`config.mk`:
```
export PLATFORM = sky130hd
export DESIGN_NAME = smb_master
export DESIGN_NICKNAME = d
export VERILOG_FILES = /design/src/smb_pkg.sv /design/src/smb_master.sv
export VERILOG_INCLUDE_DIRS = /design/src
export SDC_FILE = /design/constraint.sdc
export NUM_CORES = 1
export LEC_CHECK = 0
export ABC_AREA = 0
export BUFFER_PORTS_ARGS = -buffer_cell sky130_fd_sc_hd__buf_2
export CORE_MARGIN = 2
export CORE_UTILIZATION = 24
export DETAILED_ROUTE_END_ITERATION = 10
export RECOVER_POWER = 100
export SETUP_SLACK_MARGIN = 0.15
export SLEW_MARGIN = 20
export SYNTH_ARGS = -nofsm -noshare
export SYNTH_HDL_FRONTEND = slang
export SYNTH_SLANG_ARGS = --single-unit
```
`constraint.sdc`:
```
create_clock -name i_ref_clk -period 10.74 [get_ports i_ref_clk]
set_input_delay 0.537 -clock i_ref_clk [delete_from_list [all_inputs] [get_ports i_ref_clk]]
set_output_delay 0.537 -clock i_ref_clk [all_outputs]
set_load 0.05 [all_outputs]
```
`src/smb_params.svh`:
```
// Constants for the block-mode serial master: widths, depths, the select count, the receive timeout and the idle select value.
`ifndef SMB_PARAMS_SVH
`define SMB_PARAMS_SVH
`define SMB_WORD_W 16
`define SMB_FIFO_DEPTH 16
`define SMB_SEL_COUNT 8
`define SMB_SEL_W 3
`define SMB_LEN_W 4
`define SMB_DIV_W 8
`define SMB_LVL_W 5
`define SMB_RX_TIMEOUT 64
`define SMB_SEL_IDLE 8'hFF
`endif

```
`src/smb_pkg.sv`:
```
// Types shared by the block-mode serial master.
package smb_pkg;
    typedef enum logic [3:0] {
        SMB_IDLE = 4'h1,
        SMB_SHIFT = 4'h2,
        SMB_STALL = 4'h4,
        SMB_END = 4'h8
    } smb_state_t;
endpackage : smb_pkg

```
`src/smb_master.sv`:
```
// Block-mode serial master with transmit and receive queues, watermarks and eight selects.
`timescale 1ns/1ps
`include "smb_params.svh"
module smb_master #(
    parameter int WORD_W = `SMB_WORD_W,
    parameter int DEPTH = `SMB_FIFO_DEPTH
) (
    input wire logic i_ref_clk,
    input wire logic i_reset,
    input wire logic i_clk_en,
    input wire logic i_enable,
    input wire logic i_tx_hold_control,
    input wire logic i_hold_select_on_underrun,
    input wire logic i_cpol,
    input wire logic i_cpha,
    input wire logic [`SMB_LEN_W-1:0] i_word_len_m1,
    input wire logic [`SMB_SEL_W-1:0] i_sel_num,
    input wire logic [`SMB_DIV_W-1:0] i_clock_predivider,
    input wire logic [`SMB_DIV_W-1:0] i_bit_rate_divider,
    input wire logic [`SMB_LVL_W-1:0] i_rx_level_trigger,
    input wire logic [`SMB_LVL_W-1:0] i_tx_level_trigger,
    input wire logic i_tx_write,
    input wire logic [WORD_W-1:0] i_tx_data,
    input wire logic i_final_word_marker,
    input wire logic i_rx_read,
    input wire logic i_clear_tx,
    input wire logic i_clear_rx,
    input wire logic i_clear_overrun,
    input wire logic i_clear_timeout,
    input wire logic i_miso,
    output logic o_sclk,
    output logic o_mosi,
    output logic [`SMB_SEL_COUNT-1:0] o_sel_n,
    output logic [WORD_W-1:0] o_rx_data,
    output logic o_rx_fifo_has_data_flag,
    output logic o_tx_empty,
    output logic o_tx_full,
    output logic o_busy,
    output logic o_rx_level_irq,
    output logic o_tx_level_irq,
    output logic o_rx_overrun_irq,
    output logic o_rx_timeout_irq
);
    import smb_pkg::*;

    localparam int AW = $clog2(DEPTH);
    localparam int PW = 2 * `SMB_DIV_W + 1;

    if (WORD_W < 4 || WORD_W > 16 || DEPTH < 2 || DEPTH > 16 || (1 << AW) != DEPTH) begin : g_param_check
        $error("smb_master: unsupported width or depth");
    end

    function automatic logic [AW:0] level_of(input logic [AW:0] wp, input logic [AW:0] rp);
        level_of = wp - rp;
    endfunction : level_of

    smb_state_t state;
    smb_state_t next_state;
    logic [WORD_W:0] tx_mem [DEPTH];
    logic [WORD_W-1:0] rx_mem [DEPTH];
    logic [AW:0] tx_wp, tx_rp, rx_wp, rx_rp;
    logic [PW-1:0] ph_cnt;
    logic [WORD_W-1:0] shift_out, shift_in;
    logic [`SMB_LEN_W-1:0] bit_cnt;
    logic half;
    logic cur_final;
    logic [7:0] idle_cnt;
    logic [`SMB_SEL_W-1:0] frame_sel;

    wire [AW:0] tx_level = level_of(tx_wp, tx_rp);
    wire [AW:0] rx_level = level_of(rx_wp, rx_rp);
    wire tx_empty = tx_level == '0;
    wire tx_full = tx_level == (AW+1)'(DEPTH);
    wire rx_empty = rx_level == '0;
    wire rx_full = rx_level == (AW+1)'(DEPTH);
    // A bit period below two clocks cannot form a serial clock, so such settings run at two.
    wire [PW-1:0] raw_period = PW'(i_clock_predivider) * (PW'(i_bit_rate_divider) + PW'(8'h01));
    wire [PW-1:0] period = (raw_period < PW'(8'h02)) ? PW'(8'h02) : raw_period;
    wire [PW-1:0] first_half_end = (period >> 1) - PW'(8'h01);
    wire tick = half ? (ph_cnt == period - PW'(8'h01)) : (ph_cnt == first_half_end);
    wire last_bit = bit_cnt == '0;
    wire word_done = (state == SMB_SHIFT) && tick && half && last_bit;
    wire can_start = i_enable && !i_tx_hold_control && !tx_empty;
    wire load_word = (state == SMB_IDLE && can_start) || (state == SMB_STALL && can_start)
        || (word_done && !cur_final && can_start);
    wire rx_pop = i_rx_read && !rx_empty;
    wire rx_push = word_done;
    wire [WORD_W:0] tx_head = tx_mem[tx_rp[AW-1:0]];
    wire [WORD_W-1:0] rx_word = {shift_in[WORD_W-2:0], i_miso};
    wire [WORD_W-1:0] len_mask = {WORD_W{1'b1}} >> (WORD_W - 1 - i_word_len_m1);

    always_comb begin
        next_state = state;
        case (state)
            SMB_IDLE: begin
                if (can_start) begin
                    next_state = SMB_SHIFT;
                end
            end
            SMB_SHIFT: begin
                if (word_done) begin
                    if (cur_final || (!load_word && !i_hold_select_on_underrun)) begin
                        next_state = SMB_END;
                    end else if (!load_word) begin
                        next_state = SMB_STALL;
                    end
                end
            end
            SMB_STALL: begin
                if (load_word) begin
                    next_state = SMB_SHIFT;
                end
            end
            SMB_END: next_state = SMB_IDLE;
            default: next_state = SMB_IDLE;
        endcase
    end

    always_ff @(posedge i_ref_clk) begin
        if (i_reset) begin
            tx_wp <= '0;
            tx_rp <= '0;
        end else if (i_clk_en) begin
            if (i_clear_tx) begin
                tx_wp <= '0;
                tx_rp <= '0;
            end else begin
                if (i_tx_write && !tx_full) begin
                    tx_mem[tx_wp[AW-1:0]] <= {i_final_word_marker, i_tx_data};
                    tx_wp <= tx_wp + 1'b1;
                end
                if (load_word) begin
                    tx_rp <= tx_rp + 1'b1;
                end
            end
        end
    end

    // Reads pop even when a debugger is the reader; there is no side-effect-free peek.
    always_ff @(posedge i_ref_clk) begin
        if (i_reset) begin
            rx_wp <= '0;
            rx_rp <= '0;
            o_rx_data <= '0;
        end else if (i_clk_en) begin
            if (i_clear_rx) begin
                rx_wp <= '0;
                rx_rp <= '0;
            end else begin
                if (rx_push && !rx_full) begin
                    rx_mem[rx_wp[AW-1:0]] <= shift_in & len_mask;
                    rx_wp <= rx_wp + 1'b1;
                end
                if (rx_pop) begin
                    o_rx_data <= rx_mem[rx_rp[AW-1:0]];
                    rx_rp <= rx_rp + 1'b1;
                end
            end
        end
    end

    // The engine advances only on cycles with i_clk_en high, so a low enable freezes a frame in place.
    always_ff @(posedge i_ref_clk) begin
        if (i_reset) begin
            state <= SMB_IDLE;
            ph_cnt <= '0;
            half <= 1'b0;
            bit_cnt <= '0;
            shift_out <= '0;
            shift_in <= '0;
            cur_final <= 1'b0;
            frame_sel <= '0;
        end else if (i_clk_en) begin
            state <= next_state;
            if (state == SMB_IDLE && can_start) begin
                frame_sel <= i_sel_num;
            end
            if (state != SMB_SHIFT || (tick && half)) begin
                ph_cnt <= '0;
            end else begin
                ph_cnt <= ph_cnt + PW'(8'h01);
            end
            if (load_word) begin
                shift_out <= tx_head[WORD_W-1:0] << (WORD_W - 1 - i_word_len_m1);
                cur_final <= tx_head[WORD_W];
                bit_cnt <= i_word_len_m1;
                half <= 1'b0;
            end else if (state == SMB_SHIFT && tick) begin
                half <= !half;
                if (!half) begin
                    shift_in <= rx_word;
                end else begin
                    shift_out <= shift_out << 1;
                    bit_cnt <= bit_cnt - 1'b1;
                end
            end
        end
    end

    // Overrun and timeout are sticky; a set in the clearing cycle wins.
    always_ff @(posedge i_ref_clk) begin
        if (i_reset) begin
            o_rx_overrun_irq <= 1'b0;
            o_rx_timeout_irq <= 1'b0;
            idle_cnt <= '0;
        end else if (i_clk_en) begin
            if (rx_push && rx_full) begin
                o_rx_overrun_irq <= 1'b1;
            end else if (i_clear_overrun) begin
                o_rx_overrun_irq <= 1'b0;
            end
            if (rx_empty || rx_pop || rx_push) begin
                idle_cnt <= '0;
            end else if (idle_cnt != 8'(`SMB_RX_TIMEOUT)) begin
                idle_cnt <= idle_cnt + 8'h01;
            end
            if (idle_cnt == 8'(`SMB_RX_TIMEOUT) - 8'h01) begin
                o_rx_timeout_irq <= 1'b1;
            end else if (i_clear_timeout) begin
                o_rx_timeout_irq <= 1'b0;
            end
        end
    end

    assign o_sclk = i_cpol ^ (state == SMB_SHIFT && (half ^ i_cpha));
    assign o_mosi = shift_out[WORD_W-1];
    assign o_sel_n = (state == SMB_IDLE) ? `SMB_SEL_IDLE : ~(8'h01 << frame_sel);
    assign o_busy = state != SMB_IDLE;
    assign o_rx_fifo_has_data_flag = !rx_empty;
    assign o_tx_empty = tx_empty;
    assign o_tx_full = tx_full;
    assign o_rx_level_irq = (i_rx_level_trigger != '0) && (rx_level >= i_rx_level_trigger);
    assign o_tx_level_irq = (i_tx_level_trigger != '0) && (tx_level < i_tx_level_trigger);
endmodule : smb_master

```
==> flow_summary_export.csv, run 1 <==
group,metric,value,unit
worst_setup_path,endpoint_kind,"register",
worst_setup_path,crit_top_cell,"fa_1",
yosys,syn-num-nets,2254,
yosys,ys_ff_latch,640,
place,place_congestion,0.829,
sta,fin_skew,26.4,ps
drt,drtPass1Iterations,7,
power,netSwitchingPower,1.80,mW
yosys,netlist-cell-type-count,96,
clocking,clkSinkCount,640,
hold_path,hp-class,"primary input to register",
clocking,clkTransAtPathRegs,70,ps
sta,worstMarginPinSlew,4280,ps
worst_setup_path,cp_data_arrival_time,10180,ps
power,ir_drop,114,µV
clocking,clockBufferDepth,3,
worst_setup_path,worst_ep_required_time,11030,ps
yosys,synth_ff_type,"edfxtp_1",
sta,fmax,101,MHz
layout,multi_input_area,0.0115,mm²
clocking,cts_tree,"built",
worst_setup_path,path_class,"primary input to register",
die,core-area,0.126,mm²
grt,grt.total_usage,0.111,
sta,finalHoldViolations,0,
layout,fin_nets,2383,
yosys,yosysTopAreaCell,"edfxtp_1",
clocking,root_buffer,"clkbuf_16",
clocking,cts_htree_levels,3,
run_status,status,"complete, but fails checks",
drt,met2_length,31800,µm
sta,setup_violations,0,
drt,routedWlPerCell,18.6,µm
grt,grt_max_degree,69,
yosys,ys_warn_count,0,
power,power_density,180,mW/mm²
die,io-pin-count,99,
power,power.internal,4.50,mW
sta,period_needed,9890,ps
die,die_area,0.130,mm²
drt,drt_wl_total,72600,µm
drt,route.detailed.drc,0,
worst_setup_path,worst_path_largest_cell_delay,690,ps
yosys,yosysSeqAreaShare,0.595,
yosys,synth_cells,2074,
worst_setup_path,crit_fanout,17,
die,num_rows,130,
yosys,netlist.area_leader.share,0.522,
yosys,synth_area_leaders,"edfxtp_1 (52%), mux4_2 (12%), dfxtp_1 (7.4%), ha_1 (2.9%), fa_1 (2.9%)",
place,io_buffers,98,
clocking,cts_buffers,70,
power,clockPowerShare,0.371,
drt,drt_first_iter_violations,1480,
sta,whs,158,ps
drt,routed_via_density,4.52,
layout,regArea,0.0181,mm²
power,p_leak,10.7,nW
drt,routedLengthMet1,34100,µm
layout,final_common_cell,"edfxtp_1",
yosys,synth-edff-count,528,
clocking,clock_latency,620,ps
worst_setup_path,start_kind,"primary input",
power,switching_share,0.286,
place,dp_hpwl,47700,µm
run_status,violations,"max-capacitance violations, max-slew violations",
grt,grt_pass1_wl,111000,µm
flow_run,maxCapViolCount,12,
sta,rsz0062_at_grt,"no",
die,start_util,0.242,
grt,grt_overflow,0,
layout,final_cell_mix,"edfxtp_1 (528), mux4_2 (165), nand2_1 (129), nor2_1 (124), dfxtp_1 (108)",
sta,drv_slew,244,
layout,nFillCells,12800,
die,die_w,360,µm
yosys,synthArstFlopShare,0,
sta,slew_headroom,-1.85,
layout,area_growth,15.4,%
grt,grt_pass1_vias,17700,
drt,drtAntennaViolNets,0,
grt,antenna_found_initial,13,
power,p_seq_frac,0.425,
yosys,syn_area,0.0304,mm²
drt,via_count,17600,
layout,layout-drive-gt1-share,0.179,
power,p_comb_frac,0.204,
yosys,postSynthAreaPerCell,14.7,µm²
sta,finalSetupTns,0,ps
drt,top_layer,"met5",
drt,dr_wl_met3,5110,µm
die,die_h,360,µm
sta,fin_crit_sh,0.921,
worst_setup_path,slowest_stage,"or4_1",
## per-layer routing
metal | up-vias | track usage
li1 | 8196 | -
met3 | 107 | 0.0291
met4 | 18 | 0.0321
met1 | 8843 | 0.158
met5 | - | 0
met2 | 481 | 0.166
## stage by stage
step	utilization	worst slack (ps)	instance area [µm²]	power [mW]	std cells
after floorplan	-	907	30400	3.71	2074
after global placement	0.264	197	33100	4.01	3781
after detailed placement	0.264	103	33100	4.01	3781
after CTS	0.281	695	35300	6.36	3907
after global routing	0.279	149	35100	6.60	3908
final	0.279	850	35100	6.31	3908
## worst max-delay path, delay by kind of cell
family                     cells  cell delay [ps]
adders and majority gates      7             2770
and+or+nand+nor               13             3510
buffers and inverters          5              840
AOI/OAI and AO/OA              7             1730
xor gates and xnor gates       4              770
## worst paths after layout
check                                     start                             to  slack, ps  depth (start not counted)
setup / recovery          i_bit_rate_divider[0]        rx_mem[15][9]$_DFFE_PP_        850                         36
hold / removal                     i_sel_num[1]      frame_sel[1]$_SDFFE_PP0P_        160                          3
setup reg to reg          rx_rp[1]$_SDFFE_PP0P_        rx_mem[15][9]$_DFFE_PP_       4090                         13
hold reg to reg   o_rx_overrun_irq$_SDFFE_PP0P_  o_rx_overrun_irq$_SDFFE_PP0P_        460                          2
## cells by family (layout without fill, tap and decap cells)
group / count (synthesis) / in the layout / share of synthesized area
buf+inv: 206 / 389 / 0.0271
xor+xnor: 73 / 73 / 0.0210
fa+ha+maj: 115 / 115 / 0.0582
mux: 227 / 227 / 0.143
other cells: 0 / 1 / 0
flops: 640 / 640 / 0.595
compound gates: 243 / 243 / 0.0564
simple gates: 570 / 570 / 0.0987
## cell usage after synthesis (5+ instances only)
| cell type | count |
|---|---|
| nor3b_1 | 6 |
| nand2b_1 | 24 |
| a221o_1 | 6 |
| buf_1 | 19 |
| nor2b_1 | 58 |
| mux2_2 | 11 |
| buf_2 | 7 |
| a21oi_1 | 71 |
| edfxtp_1 | 528 |
| nand4_1 | 13 |
| o21a_1 | 9 |
| a211oi_2 | 5 |
| ha_1 | 71 |
| inv_1 | 98 |
| mux2i_1 | 51 |
| nor4b_1 | 7 |
| a21o_1 | 10 |
| xnor2_1 | 44 |
| nand4b_1 | 5 |
| clkbuf_1 | 73 |
| nor2_1 | 130 |
| nand3_1 | 39 |
| nand2_1 | 129 |
| xor2_1 | 29 |
| a211oi_1 | 16 |
| or3_1 | 11 |
| and3_1 | 30 |
| nor3_1 | 31 |
| fa_1 | 44 |
| nand3b_1 | 5 |
| o211ai_1 | 10 |
| o21ai_0 | 40 |
| o221ai_1 | 5 |
| nor4_1 | 14 |
| mux4_2 | 165 |
| a31oi_1 | 9 |
| and2_1 | 31 |
| or4_1 | 6 |
| dfxtp_1 | 112 |
## state kept, by name (all words and copies together), names as in the netlist, named ones only
signal / flops
ph_cnt: 17
tx_rp: 5
tx_mem: 272
half: 1
rx_mem: 256
shift_in: 16
frame_sel: 3
shift_out: 16
state: 4
rx_wp: 5
tx_wp: 5
bit_cnt: 4
o_rx_overrun_irq: 1
rx_rp: 5
o_rx_data: 16
cur_final: 1
o_rx_timeout_irq: 1
idle_cnt: 8
## layout make-up
class | count | area share
inverter | 101 | 0.0108
antenna | 1 | 0.0000714
timing repair buffer | 162 | 0.0235
tap | 1650 | 0.0589
clock inverter | 46 | 0.0116
sequential | 640 | 0.516
multi-input combinational | 1228 | 0.327
clock buffer | 80 | 0.0519
## power by group through the flow
| stage | combinational [mW] | sequential [mW] | clock [mW] |
|---|---|---|---|
| 2_1_floorplan | 0.980 | 2.73 | 0 |
| 3_3_place_gp | 1.28 | 2.73 | 0 |
| 3_5_place_dp | 1.28 | 2.73 | 0 |
| 4_1_cts | 1.29 | 2.68 | 2.40 |
| 5_1_grt | 1.43 | 2.68 | 2.49 |
| 6_report | 1.29 | 2.68 | 2.34 |
## timing repair
item,in CTS,in global routing
setup endpoints to repair,0,40
setup buffers,0,0
hold buffers,0,0
gates resized for setup,0,2
No activity file was read; power rests on OpenSTA's default activity.
==> inputs of run 2 (changes only) <==
--- a/config.mk
+++ b/config.mk
@@ -8,7 +8,7 @@
 export LEC_CHECK = 0
 export ABC_AREA = 0
 export BUFFER_PORTS_ARGS = -buffer_cell sky130_fd_sc_hd__buf_2
-export CORE_MARGIN = 2
+export CORE_MARGIN = 8
 export CORE_UTILIZATION = 24
 export DETAILED_ROUTE_END_ITERATION = 10
 export RECOVER_POWER = 100
==> constraint.sdc (replaced) <==
create_clock -name i_ref_clk -period 9.33 [get_ports i_ref_clk]
set_input_delay 0.4665 -clock i_ref_clk [delete_from_list [all_inputs] [get_ports i_ref_clk]]
set_output_delay 0.4665 -clock i_ref_clk [all_outputs]
set_load 0.05 [all_outputs]
==> run 2 against run 1 <==
Compared with the run above:
- the flow still finishes with violations (max-capacitance violations, max-slew violations)
- clock skew is 21 ps higher
- setup slack lost 330 ps
- non-clock buffer count grew 62
- via count rose by 1.4%
- final cell count grew 1.7%
==> flow_summary_export.csv, run 2 (synthesized netlist as in run 1, its figures left out) <==
group,metric,value,unit
grt,grt.total_usage,0.107,
clocking,root_buffer,"clkbuf_16",
die,start_util,0.242,
sta,drv_slew,149,
clocking,clkSinkCount,640,
die,die_w,372,µm
layout,area_growth,18.9,%
worst_setup_path,r2r-start,"tx_wp[0]$_SDFFE_PP0P_",
die,die_area,0.138,mm²
worst_setup_path,worst_path_largest_cell_delay,590,ps
clocking,clock_latency,640,ps
die,io-pin-count,99,
drt,drtPass1Iterations,5,
layout,final_cell_mix,"edfxtp_1 (528), mux4_2 (165), nand2_1 (129), nor2_1 (124), dfxtp_1 (109)",
drt,drtAntennaViolNets,0,
layout,layout-drive-gt1-share,0.209,
worst_setup_path,reg2reg_depth,14,
layout,nFillCells,12600,
place,dp_hpwl,49500,µm
sta,slew_headroom,-0.220,
clocking,clkTransAtPathRegs,60,ps
worst_setup_path,cp_data_arrival_time,9110,ps
drt,routed_via_density,4.50,
clocking,cts_hold_buf,0,
layout,largest_register_ffs,272,
sta,worstMarginPinSlew,1830,ps
grt,grt_max_degree,70,
flow_run,maxCapViolCount,7,
worst_setup_path,reg2reg_setup_slack,3980,ps
clocking,cts_tree,"built",
sta,setup_violations,0,
worst_setup_path,start_kind,"primary input",
grt,grt_overflow,0,
hold_path,holdPathEnd,"frame_sel[1]$_SDFFE_PP0P_",
sta,finalSetupTns,0,ps
sta,period_needed,8810,ps
worst_setup_path,crit_fanout,16,
clocking,clockBufferDepth,3,
grt,grt_pass1_vias,18200,
drt,via_count,17900,
layout,fin_nets,2445,
die,num_rows,130,
sta,rsz0062_at_grt,"no",
run_status,status,"complete, but fails checks",
drt,routedWlPerCell,18.8,µm
power,ir_drop,171,µV
grt,antenna_found_initial,9,
layout,final_common_cell,"edfxtp_1",
power,p_leak,11.2,nW
sta,fmax,114,MHz
drt,drt_first_iter_violations,1461,
grt,grt_pass1_wl,114000,µm
run_status,violations,"max-capacitance violations, max-slew violations",
hold_path,hold_depth,3,
clocking,cts_htree_levels,3,
hold_path,hp-class,"primary input to register",
sta,finalHoldViolations,0,
power,power_density,215,mW/mm²
die,die_h,372,µm
drt,route.detailed.drc,0,
hold_path,hold_start,"i_sel_num[1]",
worst_setup_path,path_class,"primary input to register",
worst_setup_path,crit_top_cell,"fa_1",
sta,fin_crit_sh,0.944,
clocking,cts_buffers,70,
worst_setup_path,endpoint_kind,"register",
place,place_congestion,0.805,
worst_setup_path,worst_ep_required_time,9630,ps
drt,drt_wl_total,74600,µm
sta,fin_skew,47.6,ps
die,core-area,0.126,mm²
sta,whs,92.1,ps
worst_setup_path,r2r-end,"tx_mem[1][13]$_DFFE_PP_",
place,io_buffers,98,
worst_setup_path,slowest_stage,"or4_4",
run 2: what timing repair did:
item	4_1_cts	5_1_grt
resized for setup	0	8
endpoints found under the setup margin	0	261
hold endpoints to repair	0	0
buffers inserted	0	0
run 2: critical path: cells and delay by family:
kind	cells	cell delay [ps]
buffers and inverters	5	630
adders and majority gates	7	2740
xor gates and xnor gates	3	510
AOI/OAI and AO/OA	7	1620
and+or+nand+nor	13	3110
run 2: cell type report:
class                           count  area, µm²  share of cell area
Timing Repair Buffer              224       1500              0.0416
Clock buffer                       86       1860              0.0515
Multi-Input combinational cell   1228      11600               0.321
Tap cell                         1650       2060              0.0571
Antenna cell                        3       7.51            0.000208
Inverter                          101        379              0.0105
Sequential cell                   640      18100               0.501
Clock inverter                     44        604              0.0167
run 2: metrics by stage:
stage	worst slack (ps)	instances	utilization	cell area (µm²)	power, mW
finish	524	3976	0.287	36100	7.77
global route	81.1	3974	0.287	36100	8.14
CTS	504	3973	0.289	36300	7.83
global placement	-20.1	3843	0.269	33900	4.91
floorplan	151	2074	-	30500	4.30
detailed placement	-110	3843	0.269	33900	4.90
run 2: how the worst max path moves through the flow:
stage / startpoint / endpoint / slack [ps]
floorplan: i_bit_rate_divider[0] / rx_mem[3][0]$_DFFE_PP_ / 150
global placement: i_bit_rate_divider[0] / rx_mem[7][0]$_DFFE_PP_ / -20
detailed placement: i_bit_rate_divider[0] / rx_mem[0][12]$_DFFE_PP_ / -110
CTS: i_bit_rate_divider[0] / rx_mem[5][15]$_DFFE_PP_ / 500
global route: i_bit_rate_divider[0] / rx_mem[14][9]$_DFFE_PP_ / 80
finish: i_bit_rate_divider[0] / rx_mem[14][7]$_DFFE_PP_ / 520
run 2: per-layer routing:
metal,vias to the layer above,track usage,wire length (µm)
met5,-,0,41
met4,6,0.0247,1230
met3,83,0.0238,4350
met2,440,0.165,33400
met1,9036,0.152,35600
li1,8330,-,-
run 2: where the power goes:
group	leakage, nW	total (mW)	internal [mW]	switching [mW]
sequential	5.32	3.08	3.07	0.00742
clock	1.20	2.90	1.71	1.20
combinational	4.70	1.78	0.761	1.02
total	11.2	7.77	5.54	2.23
